**src/common/dbg_seq_pkg.sv**
```systemverilog
/*
 * Shared constants and types of the debug state sequencer: register indexes
 * and byte addresses, control fields, window codes, sequencer states,
 * per-channel destinations.
 * Assumes a 32-bit APB with byte addresses; each register is one aligned word.
 */
package dbg_seq_pkg;

    // bus geometry
    localparam int unsigned ADDR_W = 12;
    localparam int unsigned DATA_W = 32;

    // register indexes; byte address is four times the index
    localparam logic [7:0] IDX_CONTROL = 8'h20;
    localparam logic [7:0] IDX_STATUS = 8'h21;
    localparam logic [7:0] IDX_SHARED = 8'h27;
    localparam logic [ADDR_W-1:0] ADDR_CONTROL = {2'h0, IDX_CONTROL, 2'h0};
    localparam logic [ADDR_W-1:0] ADDR_STATUS = {2'h0, IDX_STATUS, 2'h0};
    localparam logic [ADDR_W-1:0] ADDR_SHARED = {2'h0, IDX_SHARED, 2'h0};

    // debug_control_one fields
    localparam int unsigned CTL_ARM_BIT = 7;
    localparam int unsigned CTL_WIN_LSB = 0;
    localparam int unsigned WIN_W = 2;

    // window_select codes for the shared address
    localparam logic [WIN_W-1:0] WIN_SCR1 = 2'h0;
    localparam logic [WIN_W-1:0] WIN_SCR2 = 2'h1;
    localparam logic [WIN_W-1:0] WIN_SCR3 = 2'h2;
    localparam logic [WIN_W-1:0] WIN_FLAGS = 2'h3;

    // channel and code sizes, reset values
    localparam int unsigned NCH = 3;
    localparam int unsigned CODE_W = 4;
    localparam logic [CODE_W-1:0] CODE_RST = 4'h0;
    localparam logic [NCH-1:0] FLAGS_RST = 3'h0;
    localparam logic [WIN_W-1:0] WIN_RST = 2'h0;

    // where a matching channel sends the sequencer
    typedef logic [2:0] dest_t;
    localparam dest_t D_NONE = 3'h0;
    localparam dest_t D_S1 = 3'h1;
    localparam dest_t D_S2 = 3'h2;
    localparam dest_t D_S3 = 3'h3;
    localparam dest_t D_FIN = 3'h4;

    typedef enum logic [4:0] {
        ST_IDLE = 5'h01,
        ST_ONE = 5'h02,
        ST_TWO = 5'h04,
        ST_THREE = 5'h08,
        ST_FINAL = 5'h10
    } seq_state_t;

    typedef struct packed {
        logic arm;
        logic [WIN_W-1:0] window_select;
    } control_t;

endpackage

```
**src/design/debug_state_sequencer.sv**
```systemverilog
/*
 * Debug state sequencer: APB register slave with banked state control
 * registers behind one shared address, match flag register, arm control
 * and the State1..State3/Final sequencer.
 * Assumes channel_match comes from comparator logic on pclk, one cycle pulses
 * or levels, already qualified by the comparator enables.
 */
// Chosen here: the APB register port.
`timescale 1ns/1ps
// Functional notes
// - four registers banked at one address
// - control code writes only when disarmed
// - flags visible at window three, read-only
// - code in bits three to zero
// - State1 codes zero to three transitions
// - State1 codes four to seven transitions
// - State1 codes nine, thirteen; others reserved
// - unnamed channel match causes nothing
// - final first, then lowest channel wins
// - State2 codes zero to three transitions
// - State2 codes four to seven transitions
// - State2 codes twelve, fifteen; others reserved
// - State3 codes zero to three transitions
// - State3 codes four to seven transitions
// - State3 codes ten, thirteen, fourteen; rest reserved
// - one sticky flag per match channel
// - flags cleared only by arming write
// - flags independent; repeats change nothing
// - window select lives in control register
module debug_state_sequencer
    import dbg_seq_pkg::*;
(
    input wire logic pclk,
    input wire logic presetn,
    input wire logic psel,
    input wire logic penable,
    input wire logic pwrite,
    input wire logic [ADDR_W-1:0] paddr,
    input wire logic [DATA_W-1:0] pwdata,
    input wire logic [3:0] pstrb,
    output logic [DATA_W-1:0] prdata,
    output logic pready,
    output logic pslverr,
    input wire logic [NCH-1:0] channel_match,
    output seq_state_t seq_state,
    output logic session_armed,
    output logic [NCH-1:0] match_flags
);

    control_t control;
    logic [CODE_W-1:0] next_select [NCH];
    seq_state_t dec_next;

    // bus phase decode
    wire access = psel && penable;
    wire first_access = access && !pready;
    wire commit = access && pready;
    wire wr = commit && pwrite && pstrb[0];

    // address decode
    wire hit_ctl = (paddr == ADDR_CONTROL);
    wire hit_stat = (paddr == ADDR_STATUS);
    wire hit_shared = (paddr == ADDR_SHARED);
    wire mapped = hit_ctl || hit_stat || hit_shared;

    // write strobes
    wire ctl_wr = wr && hit_ctl;
    wire arm_wr = ctl_wr && pwdata[CTL_ARM_BIT];
    wire code_wr_ok = wr && hit_shared && !control.arm;
    wire [WIN_W-1:0] win = control.window_select;

    // sequencer qualification
    wire sequencing = control.arm &&
        (seq_state == ST_ONE || seq_state == ST_TWO || seq_state == ST_THREE);
    wire [CODE_W-1:0] cur_code = (seq_state == ST_TWO) ? next_select[1] :
                                 (seq_state == ST_THREE) ? next_select[2] :
                                 next_select[0];
    wire reach_final = sequencing && (dec_next == ST_FINAL);

    // flag update: arming clears, a session match sets, set wins
    wire [NCH-1:0] flags_base = arm_wr ? FLAGS_RST : match_flags;
    wire [NCH-1:0] flags_set = sequencing ? channel_match : FLAGS_RST;
    wire [NCH-1:0] next_flags = flags_base | flags_set;

    // read data selection; window three shows flags, others a code
    wire [DATA_W-1:0] flags_word = {29'h0, match_flags};
    wire [CODE_W-1:0] win_code = (win == WIN_SCR2) ? next_select[1] :
                                 (win == WIN_SCR3) ? next_select[2] : next_select[0];
    wire [DATA_W-1:0] code_word = {28'h0, win_code};
    wire [DATA_W-1:0] shared_word = (win == WIN_FLAGS) ? flags_word : code_word;
    wire [DATA_W-1:0] ctl_word = {24'h0, control.arm, 5'h0, control.window_select};
    wire [DATA_W-1:0] stat_word = {27'h0, seq_state};
    wire [DATA_W-1:0] rd_word = hit_ctl ? ctl_word :
                                hit_stat ? stat_word :
                                hit_shared ? shared_word : 32'h0;

    next_state_decoder u_decoder (
        .state(seq_state),
        .code(cur_code),
        .match(channel_match),
        .next_state(dec_next)
    );

    // apb answer: ready on the second access cycle, data and error with it
    always_ff @(posedge pclk or negedge presetn) begin
        if (!presetn) begin
            pready <= 1'b0;
            prdata <= 32'h0;
            pslverr <= 1'b0;
        end else begin
            pready <= first_access;
            pslverr <= first_access && !mapped;
            if (first_access && !pwrite) prdata <= rd_word;
        end
    end

    // banked next-state code registers, one each for State1 to State3
    genvar i;
    generate
        for (i = 0; i < NCH; i++) begin : g_code
            wire sel_me = code_wr_ok && (win == WIN_W'(i));
            always_ff @(posedge pclk or negedge presetn) begin
                if (!presetn) next_select[i] <= CODE_RST;
                else if (sel_me) next_select[i] <= pwdata[CODE_W-1:0];
            end
        end
    endgenerate

    // control register; reaching final ends the session
    always_ff @(posedge pclk or negedge presetn) begin
        if (!presetn) begin
            control.arm <= 1'b0;
            control.window_select <= WIN_RST;
        end else if (ctl_wr) begin
            control.arm <= pwdata[CTL_ARM_BIT];
            control.window_select <= pwdata[CTL_WIN_LSB +: WIN_W];
        end else if (reach_final) begin
            control.arm <= 1'b0;
        end
    end

    // sequencer state
    always_ff @(posedge pclk or negedge presetn) begin
        if (!presetn) seq_state <= ST_IDLE;
        else if (arm_wr) seq_state <= ST_ONE;
        else if (sequencing) seq_state <= dec_next;
    end

    // sticky match flags
    always_ff @(posedge pclk or negedge presetn) begin
        if (!presetn) match_flags <= FLAGS_RST;
        else match_flags <= next_flags;
    end

    assign session_armed = control.arm;
endmodule

```
**src/design/next_state_decoder.sv**
```systemverilog
/*
 * Next-state decoder: per-state code table to per-channel destinations,
 * then final-first, lowest-channel-next priority.
 * Assumes state, code and matches are stable within one pclk cycle.
 */
`timescale 1ns/1ps
module next_state_decoder
    import dbg_seq_pkg::*;
(
    input wire seq_state_t state,
    input wire logic [CODE_W-1:0] code,
    input wire logic [NCH-1:0] match,
    output seq_state_t next_state
);

    dest_t [NCH-1:0] dest;
    logic [NCH-1:0] hit;
    logic [NCH-1:0] hit_fin;

    function automatic seq_state_t to_state(input dest_t d, input seq_state_t cur);
        seq_state_t s;
        s = cur;
        if (d == D_S1) s = ST_ONE;
        else if (d == D_S2) s = ST_TWO;
        else if (d == D_S3) s = ST_THREE;
        else if (d == D_FIN) s = ST_FINAL;
        return s;
    endfunction

    // code tables, entries ordered {ch2, ch1, ch0}; unlisted codes go nowhere
    always_comb begin
        dest = {D_NONE, D_NONE, D_NONE};
        unique case (state)
            ST_ONE: begin
                case (code)
                    4'h0: dest = {D_FIN, D_FIN, D_FIN};
                    4'h1: dest = {D_NONE, D_S3, D_NONE};
                    4'h2: dest = {D_S2, D_NONE, D_NONE};
                    4'h3: dest = {D_NONE, D_S2, D_NONE};
                    4'h4: dest = {D_NONE, D_S3, D_S2};
                    4'h5: dest = {D_NONE, D_S3, D_FIN};
                    4'h6: dest = {D_S3, D_NONE, D_S2};
                    4'h7: dest = {D_NONE, D_S2, D_S2};
                    4'h9: dest = {D_NONE, D_NONE, D_S3};
                    4'hD: dest = {D_FIN, D_S2, D_FIN};
                    default: dest = {D_NONE, D_NONE, D_NONE};
                endcase
            end
            ST_TWO: begin
                case (code)
                    4'h0: dest = {D_S3, D_NONE, D_S1};
                    4'h1: dest = {D_NONE, D_S3, D_NONE};
                    4'h2: dest = {D_S3, D_NONE, D_NONE};
                    4'h3: dest = {D_NONE, D_S3, D_FIN};
                    4'h4: dest = {D_S3, D_S1, D_NONE};
                    4'h5: dest = {D_FIN, D_NONE, D_NONE};
                    4'h6: dest = {D_S1, D_NONE, D_FIN};
                    4'h7: dest = {D_NONE, D_FIN, D_FIN};
                    4'hC: dest = {D_S3, D_FIN, D_FIN};
                    4'hF: dest = {D_S1, D_FIN, D_FIN};
                    default: dest = {D_NONE, D_NONE, D_NONE};
                endcase
            end
            ST_THREE: begin
                case (code)
                    4'h0: dest = {D_NONE, D_NONE, D_S1};
                    4'h1: dest = {D_S2, D_FIN, D_NONE};
                    4'h2: dest = {D_NONE, D_S1, D_FIN};
                    4'h3: dest = {D_S1, D_FIN, D_NONE};
                    4'h4: dest = {D_NONE, D_S2, D_NONE};
                    4'h5: dest = {D_NONE, D_FIN, D_NONE};
                    4'h6: dest = {D_S2, D_NONE, D_FIN};
                    4'h7: dest = {D_NONE, D_NONE, D_FIN};
                    4'hA: dest = {D_S1, D_S1, D_FIN};
                    4'hD: dest = {D_FIN, D_FIN, D_S1};
                    4'hE: dest = {D_FIN, D_NONE, D_S2};
                    default: dest = {D_NONE, D_NONE, D_NONE};
                endcase
            end
            ST_IDLE, ST_FINAL: dest = {D_NONE, D_NONE, D_NONE};
        endcase
    end

    // per-channel qualified hits; an unnamed channel never hits
    genvar i;
    generate
        for (i = 0; i < NCH; i++) begin : g_hit
            assign hit[i] = match[i] && (dest[i] != D_NONE);
            assign hit_fin[i] = match[i] && (dest[i] == D_FIN);
        end
    endgenerate

    // final wins, then the lowest channel
    always_comb begin
        next_state = state;
        if (|hit_fin) next_state = ST_FINAL;
        else if (hit[0]) next_state = to_state(dest[0], state);
        else if (hit[1]) next_state = to_state(dest[1], state);
        else if (hit[2]) next_state = to_state(dest[2], state);
    end

endmodule

```
**config.mk**
```make
export PLATFORM = sky130hd
export DESIGN_NAME = debug_state_sequencer
export DESIGN_NICKNAME = d
export VERILOG_FILES = /design/src/common/dbg_seq_pkg.sv /design/src/design/debug_state_sequencer.sv /design/src/design/next_state_decoder.sv
export SDC_FILE = /design/constraint.sdc
export NUM_CORES = 1
export LEC_CHECK = 0
export ABC_AREA = 1
export BUFFER_PORTS_ARGS = -buffer_cell sky130_fd_sc_hd__buf_2
export CAP_MARGIN = 20
export CORE_AREA = 5 5 96 98
export CTS_CLUSTER_DIAMETER = 100
export CTS_CLUSTER_SIZE = 24
export DETAILED_ROUTE_END_ITERATION = 10
export DIE_AREA = 0 0 101 103
export GPL_TIMING_DRIVEN = 0
export SLEW_MARGIN = 0
export SYNTH_ARGS = -nofsm -noshare
export SYNTH_HDL_FRONTEND = slang
export SYNTH_SLANG_ARGS = --single-unit
```
**constraint.sdc**
```tcl
create_clock -name pclk -period 5.75 [get_ports pclk]
set_input_delay 0.2875 -clock pclk [delete_from_list [all_inputs] [get_ports pclk]]
set_output_delay 0.2875 -clock pclk [all_outputs]
set_load 0.1 [all_outputs]
```
==> flow_summary.json, run 1 <==
{
  "status": "finished, final reports clean",
  "synthFlopType": "dfrtp_1",
  "design.die.area_sq_um": 10400,
  "diodes": 0,
  "r2r-start": "seq_state[4]",
  "drc_errors": 0,
  "power_density_nw_per_um2": 159,
  "cap_viol_max_count": 0,
  "max_slew_margin": 0.539,
  "rows": 34,
  "drive_gt1_frac": 0.236,
  "ys_types": 39,
  "hold_viol": 0,
  "ioPinCount": 99,
  "synth_top_area_share": 0.271,
  "coreArea_sq_um": 8380,
  "portBuffers": 42,
  "routabilityCongestion": 0.901,
  "synth_seq_cells": 31,
  "tightestPinTransition_ps": 691,
  "cts.sinks": 31,
  "fin_nets": 547,
  "area_growth_pct": 18.8,
  "dr.pass1.iters": 4,
  "yosysWarningCount": 0,
  "synth-async-reset-ratio": 1.00,
  "drt_iter0_drc": 129,
  "skew_ps": 3.46,
  "syn_area_sq_um": 2780,
  "cp-end-kind": "register",
  "clk-insertion-delay-late_ps": 280,
  "rr_worst_depth": 19,
  "wl_per_cell_microns": 12.6,
  "synthCells": 412,
  "rsz0062_at_grt": "no",
  "dieHeight_microns": 103,
  "total_power_uw": 523,
  "cp-start-kind": "register",
  "viasPerCell": 4.78,
  "cts_buffers": 5,
  "leakage_nw": 1.77,
  "grt_pass1_wl_mm": 12.5,
  "ctsHoldBuffers": 0,
  "critPathRequiredTime_ps": 5920,
  "cts_root_buffer": "clkbuf_8",
  "setup_tns_ps": 0,
  "ys_seq_area_frac": 0.280,
  "cts_setup_buffers": 0,
  "post-dp-hpwl_mm": 6.11,
  "grt_pass1_vias": 2667,
  "grt_max_degree": 32,
  "ant_nets": 0,
  "clockBufferDepth": 2,
  "cp_max_fo": 8,
  "fmax_mhz": 307,
  "cts_tree": "yes",
  "overflow": 0,
  "start_util": 0.331,
  "vias": 2842,
  "grtUsageTotal": 0.148,
  "synth_common_cells": "nand2_1 (122), inv_1 (47), dfrtp_1 (30)",
  "setup_viol_count_final": 0,
  "worst-setup-path-type": "reg -> reg",
  "synth.most_common_cell": "nand2_1",
  "finalMaxSlewViolations": 0,
  "r2r_end": "session_armed",
  "finalCritPeriodShare": 0.567,
  "cts.repair.resized": 0,
  "die_x_microns": 101,
  "holdWs_ps": 46.3,
  "cts_max_level": 2,
  "syn_area_per_cell_sq_um": 6.74,
  "clkTransAtPathRegs_ps": 60,
  "peakVddDrop_v": 0.0000911,
  "synthTopCellsByArea": "dfrtp_1 (27%), nand2_1 (17%), buf_4 (7.0%)",
  "synth_top_area_cell": "dfrtp_1",
  "antenna_found_initial": 0,
  "min_path_type": "in -> async",
  "crit_arrival_ps": 3430,
  "min_period_ps": 3260,
  "drt_wl_total_mm": 7.48,
  "fin_util": 0.393,
  "r2r_slack_ps": 2490,
  "synth_enable_flop_cells": 0
}
## through the flow
stage / cell area, sq um / setup slack (ps) / instances
finish: 3300 / 2490 / 595
detailed placement: 3210 / 2530 / 587
CTS: 3300 / 2510 / 595
global route: 3300 / 2170 / 595
floorplan: 2870 / 2410 / 437
global placement: 3210 / 2540 / 587
## metal layers
layer  vias to the layer above  global-route usage  wire, microns
met3                        11              0.0183            480
met5                         -                   0              0
met4                         0              0.0337            111
met2                       100               0.262           3560
met1                      1276               0.192           3330
li1                       1455                   -              -
## cells by family (layout without fill, tap and decap cells)
kind of cell,after synthesis,in the layout,share of synthesized area
DFF,31,31,0.280
other,1,26,0.00135
AOI/OAI and AO/OA,71,71,0.155
buffers and inverters,84,134,0.156
and+or+nand+nor,220,220,0.385
adders and majority gates,5,5,0.0225
## state kept, by name, summed over array words and instances (netlist names)
signal,cells
session_armed,1
seq_state,5
match_flags,3
prdata,6
pready,1
pslverr,1
next_select,12
win,2
## report_power, final
part,total (mW),internal (mW),leakage (nW),switching (mW)
Combinational,0.140,0.0270,1.31,0.113
Sequential,0.221,0.220,0.418,0.00137
Clock,0.161,0.0847,0.0422,0.0768
## critical path: stages, from the launching register on
cell and delay, ps:
dfrtp_1 530, nor2_8 240, nand4_4 190, o21ai_1 440, inv_1 130, ha_1 330, nand3_1 90, nand2_1 100
nand2_1 100, nand3_2 170, nor2_4 170, nand3_1 130, nand2_1 90, nand2_1 50, nand2_1 60, nand2_1 50
nand3_1 110, nand2_1 70, nand2_1 50, nand2_1 40
## placed cells by master (no fill, tap or decap), types with 3 or more instances in the layout
cell type	netlist	layout
clkbuf_1	1	3
nor4_1	3	3
clkbuf_8	0	5
o21ai_0	26	26
inv_2	7	7
buf_4	26	26
nand3_1	28	28
a21oi_1	16	16
nand4_1	12	12
dfrtp_1	30	30
nand2_1	122	122
nand2_2	7	7
inv_1	47	47
o22ai_1	5	5
o21ai_1	11	11
nand3_2	5	5
conb_1	1	26
nand3_4	3	3
nor2_1	26	26
ha_1	5	5
buf_2	0	42
nor2_2	3	3
nor3_1	3	3
o21ai_2	3	3
## how the worst max path moves through the flow
stage	from	endpoint	slack [ps]	depth (start not counted)
finish	seq_state[4]	session_armed	2490	19
detailed placement	seq_state[4]	session_armed	2530	19
global route	seq_state[1]	session_armed	2170	24
CTS	seq_state[4]	session_armed	2510	19
floorplan	seq_state[3]	seq_state[3]	2410	26
global placement	seq_state[4]	session_armed	2540	19
## cell type report
class	count	area, sq um
Clock inverter	1	5.00
Tap cell	108	135
Buffer	29	221
Multi-Input combinational cell	322	1660
Timing Repair Buffer	42	210
Clock buffer	7	76.3
Inverter	55	211
Sequential cell	31	777
Fill cell	889	5080
Note: power is estimated with default switching activity, not from simulation.
==> run 2, diff against run 1 <==
clock period = 2.8 ns   (was 5.75 ns; I/O delays follow)
==> flow_summary.json, run 2 (synthesis results as in run 1) <==
{
  "cp_cell_sequence": "nor2_8 > nand3_4 > inv_4 > nand2_1 > nand3_2 > o21ai_4 > inv_2 > ha_4 > inv_4 > nor2_2 > nand2_2 > nand2_1 > a21oi_2 > nand2_2 > o21ai_4 > inv_2 > o21ai_2 > a21oi_2 > nor2_2 > nand2_2 > a21oi_2",
  "leakage_nw": 1.97,
  "rr_worst_depth": 21,
  "ant_nets": 0,
  "min_period_ps": 2700,
  "finalCritPeriodShare": 0.965,
  "rsz0062_at_grt": "yes",
  "cts.sinks": 31,
  "finalMaxSlewViolations": 0,
  "area_growth_pct": 38.6,
  "drt_iter0_drc": 150,
  "critPathRequiredTime_ps": 3010,
  "drive_gt1_frac": 0.378,
  "path_depth": 21,
  "hold_depth": 3,
  "cp-start-kind": "register",
  "switchingPower_uw": 405,
  "reg.largest.list": "next_select x12, prdata x6, seq_state x5",
  "peakVddDrop_v": 0.000324,
  "cts_tree": "yes",
  "critPathMaxStageDelay_ps": 650,
  "clockPowerShare": 0.374,
  "drc_errors": 0,
  "regMostFlops": "next_select",
  "start_util": 0.331,
  "cp_top_family": "simple AND/OR/NAND/NOR gates",
  "worst-setup-path-type": "reg -> reg",
  "mostFrequentLayoutCell": "nand2_1",
  "rows": 34,
  "antenna_found_initial": 0,
  "clockBufferDepth": 2,
  "viasPerCell": 4.85,
  "grt_max_degree": 32,
  "drt_wl_total_mm": 8.04,
  "cp-end-kind": "register",
  "min_path_type": "in -> reg",
  "tightestPinTransition_ps": 703,
  "design.die.area_sq_um": 10400,
  "p_int_uw": 803,
  "p_sw_frac": 0.335,
  "p_comb_frac": 0.250,
  "clkTransAtPathRegs_ps": 70,
  "cts_root_buffer": "clkbuf_8",
  "grtUsageTotal": 0.150,
  "post-dp-hpwl_mm": 5.94,
  "crit_arrival_ps": 2910,
  "final_cells": 627,
  "dieHeight_microns": 103,
  "grt_pass1_vias": 2742,
  "cp_max_fo": 5,
  "status": "finished, final reports clean",
  "cp_slowest_cell": "dfstp_4",
  "vias": 3041,
  "mostFrequentLayoutCells": "nand2_1 (108), buf_4 (55), inv_1 (42), buf_2 (42)",
  "seqPwrFrac": 0.376,
  "cts_max_level": 2,
  "die_x_microns": 101,
  "largest_reg_flops": 12,
  "fmax_mhz": 370,
  "dr.pass1.iters": 5,
  "worst-path-buf-inv": 4,
  "wl_per_cell_microns": 12.8,
  "cts_buffers": 5,
  "hold_viol": 0,
  "portBuffers": 42,
  "setup_viol_count_final": 0,
  "max_slew_margin": 0.532,
  "grt_pass1_wl_mm": 12.7,
  "fin_nets": 579,
  "clk-insertion-delay-late_ps": 280,
  "r2r-start": "seq_state[0]",
  "cap_viol_max_count": 0,
  "skew_ps": 4.59,
  "final.setup.worst_slack_ps": 97.7,
  "hold_start": "penable",
  "coreArea_sq_um": 8380,
  "routabilityCongestion": 0.861,
  "ioPinCount": 99,
  "diodes": 0,
  "power_density_nw_per_um2": 314,
  "overflow": 0,
  "dp_cells": 587,
  "cp-startpoint": "seq_state[0]",
  "dpl_worst_slack_ps": -272
}
-- run 2: worst reg2reg max path, stage by stage (launching register included) --
cell,delay (ps)
dfstp_4,650
nor2_8,60
nand3_4,90
inv_4,40
nand2_1,70
nand3_2,80
o21ai_4,120
inv_2,90
ha_4,180
inv_4,60
nor2_2,40
nand2_2,80
nand2_1,80
a21oi_2,140
nand2_2,100
o21ai_4,110
inv_2,100
o21ai_2,180
a21oi_2,60
nor2_2,110
nand2_2,60
a21oi_2,120
-- run 2: cell type report --
class                           instances  area, sq um
Clock inverter                          2         35.0
Inverter                               55          224
Timing Repair Buffer                   74          460
Fill cell                             820         4530
Buffer                                 29          225
Tap cell                              108          135
Sequential cell                        31          793
Multi-Input combinational cell        322         1890
Clock buffer                            6         82.6
-- run 2: power by group through the flow --
stage	Sequential (mW)	Combinational (mW)	Clock [mW]
CTS	0.454	0.291	0.460
global route	0.454	0.320	0.482
finish	0.454	0.302	0.451
floorplan	0.485	0.219	0
global placement	0.463	0.286	0
detailed placement	0.462	0.287	0
-- run 2: worst paths after layout --
| path | to | slack [ps] |
|---|---|---|
| hold / removal | pready | 120 |
| setup / recovery | seq_state[1] | 100 |
| setup reg to reg | seq_state[1] | 100 |
| max in group asynchronous | seq_state[4] | 1850 |
| min in group asynchronous | prdata[3] | 440 |
| hold reg to reg | pready | 480 |
-- run 2: what timing repair did --
| item | CTS | global route |
|---|---|---|
| pin swaps | 7 | 32 |
| buffers inserted | 16 | 15 |
| hold buffers | 1 | 0 |
| gates resized for setup | 12 | 54 |
| endpoints found under the hold margin | 30 | 0 |
| setup endpoints to repair | 5 | 5 |
-- run 2: stage by stage --
stage	utilization	TNS [ps]	hold slack (ps)	instance area [sq um]	total power, mW
floorplan	-	0	-156	2890	0.704
global placement	0.386	-1060	219	3240	0.748
detailed placement	0.386	-1050	225	3240	0.749
CTS	0.421	-16.5	110	3530	1.20
global route	0.459	-335	121	3850	1.26
finish	0.459	0	118	3850	1.21
-- run 2: per-layer routing --
layer  share of wire  global-route usage  vias up
li1                -                   -     1511
met1            0.42               0.196     1404
met2            0.48               0.254      106
met3           0.072              0.0223       20
met4           0.021              0.0470        0
met5               0                   0        -
==> run 3, diff against run 2 <==
clock period = 2.43 ns   (was 2.8 ns; I/O delays follow)
==> flow_summary.json, run 3 (synthesis results as in run 1) <==
{
  "viasPerCell": 4.70,
  "dieHeight_microns": 103,
  "busiest_layer": "met2",
  "cts_max_level": 2,
  "reg.largest.list": "next_select x12, prdata x6, seq_state x5",
  "drt_iter0_drc": 92,
  "dr.pass1.iters": 4,
  "grt_pass1_wl_mm": 12.6,
  "use_met2": 0.260,
  "power_density_nw_per_um2": 347,
  "mostFrequentLayoutCell": "nand2_1",
  "wl_per_cell_microns": 13.0,
  "rows": 34,
  "die_x_microns": 101,
  "ioPinCount": 99,
  "antenna_found_initial": 0,
  "leakage_nw": 2.06,
  "crit_arrival_ps": 2910,
  "coreArea_sq_um": 8380,
  "cp_max_fo": 5,
  "rsz0062_at_grt": "yes",
  "design.die.area_sq_um": 10400,
  "setup_tns_ps": -1390,
  "setup_viol_count_final": 5,
  "drc_errors": 0,
  "cts.sinks": 31,
  "skew_ps": 7.14,
  "cts_root_buffer": "clkbuf_8",
  "holdWs_ps": 99.0,
  "peakVddDrop_v": 0.000528,
  "grt_pass1_vias": 2760,
  "use_met3": 0.0217,
  "fin_util": 0.481,
  "finalCritPeriodShare": 1.13,
  "min_period_ps": 2740,
  "rr_worst_depth": 19,
  "clkTransAtPathRegs_ps": 60,
  "final.setup.worst_slack_ps": -314,
  "mostFrequentLayoutCells": "nand2_1 (100), buf_4 (64), buf_2 (42)",
  "diodes": 0,
  "critPathRequiredTime_ps": 2590,
  "cap_viol_max_count": 0,
  "worst-setup-path-type": "reg -> reg",
  "grtUsageTotal": 0.150,
  "grt_max_degree": 32,
  "clk-insertion-delay-late_ps": 280,
  "clockBufferDepth": 2,
  "grtUsageMet1": 0.190,
  "status": "complete, but fails checks",
  "hold_viol": 0,
  "start_util": 0.331,
  "ant_nets": 0,
  "violations": "negative setup slack",
  "cp-end-kind": "register",
  "portBuffers": 42,
  "vias": 3003,
  "drt_wl_total_mm": 8.31,
  "max_slew_margin": 0.542,
  "fmax_mhz": 364,
  "largest_reg_flops": 12,
  "finalMaxSlewViolations": 0,
  "hold_depth": 3,
  "cp-start-kind": "register",
  "cts_buffers": 5,
  "cts_tree": "yes",
  "dp_cells": 587,
  "post-dp-hpwl_mm": 6.04,
  "tightestPinTransition_ps": 687,
  "final_cells": 639,
  "fin_nets": 591,
  "overflow": 0,
  "dpl_worst_slack_ps": -480,
  "min_path_type": "in -> reg",
  "drive_gt1_frac": 0.412,
  "regMostFlops": "next_select",
  "routabilityCongestion": 0.856,
  "area_growth_pct": 45.2
}
-- run 3: cell count changes in the layout (fill, tap and decap cells not counted), moves of 2 or more --
cell     previous run  this run
buf_4              55        64
nand2_2            16        25
nand2_1           108       100
buf_6               3         5
ha_1                1         3
ha_2                2         0
nand2_4             7         5
nand3_1            20        18
nor2_4              4         6
-- run 3: worst paths after layout --
kind	start	slack (ps)	to
setup / recovery	seq_state[0]	-310	session_armed
hold / removal	penable	100	pready
setup reg to reg	seq_state[0]	-310	session_armed
hold reg to reg	pready	490	pready
max in group asynchronous	presetn	1520	seq_state[4]
min in group asynchronous	presetn	410	seq_state[1]
-- run 3: critical path, stage by stage, from the launching register on --
cell,delay [ps]
dfstp_4,650
nor2_8,60
buf_6,120
nand4_1,100
nand3_2,90
nand2_4,110
inv_2,60
ha_1,240
nand2_1,170
o22ai_2,90
nor2_2,190
nand2_2,120
nor2_4,150
nand2_2,70
nand3_2,100
inv_2,50
nand3_2,80
nand2_1,60
nand2_1,60
nand2_1,50
-- run 3: repair_timing --
| item | in CTS | in global routing |
|---|---|---|
| endpoints found under the setup margin | 5 | 5 |
| pin swaps | 13 | 52 |
| hold buffers | 1 | 0 |
| cloned | 0 | 1 |
| buffers inserted | 19 | 23 |
| resized for setup | 14 | 56 |
| endpoints found under the hold margin | 30 | 0 |
-- run 3: final cells by class --
type | instances | area [sq um]
clock buffers | 6 | 82.6
flip-flops and latches | 31 | 793
clock inverters | 2 | 35.0
plain buffers | 29 | 225
multi-input cells | 322 | 1950
repair buffers | 86 | 576
fillers | 810 | 4350
inverters | 55 | 229
well taps | 108 | 135
-- run 3: through the flow --
stage / power, mW / instance area, sq um
3_3_place_gp: 0.863 / 3280
4_1_cts: 1.40 / 3620
2_1_floorplan: 0.812 / 2930
3_5_place_dp: 0.864 / 3280
6_report: 1.40 / 4030
5_1_grt: 1.46 / 4030
-- run 3: power by group --
group          switching, mW  total, mW  internal [mW]
Sequential           0.00347      0.523          0.520
Combinational          0.277      0.354         0.0771
Clock                  0.191      0.522          0.331
Total                  0.471       1.40          0.928
-- run 3: per-layer routing --
metal	up-vias	share of wire
met5	-	0
met4	0	0.025
met3	16	0.048
met2	80	0.50
met1	1362	0.43
li1	1545	-
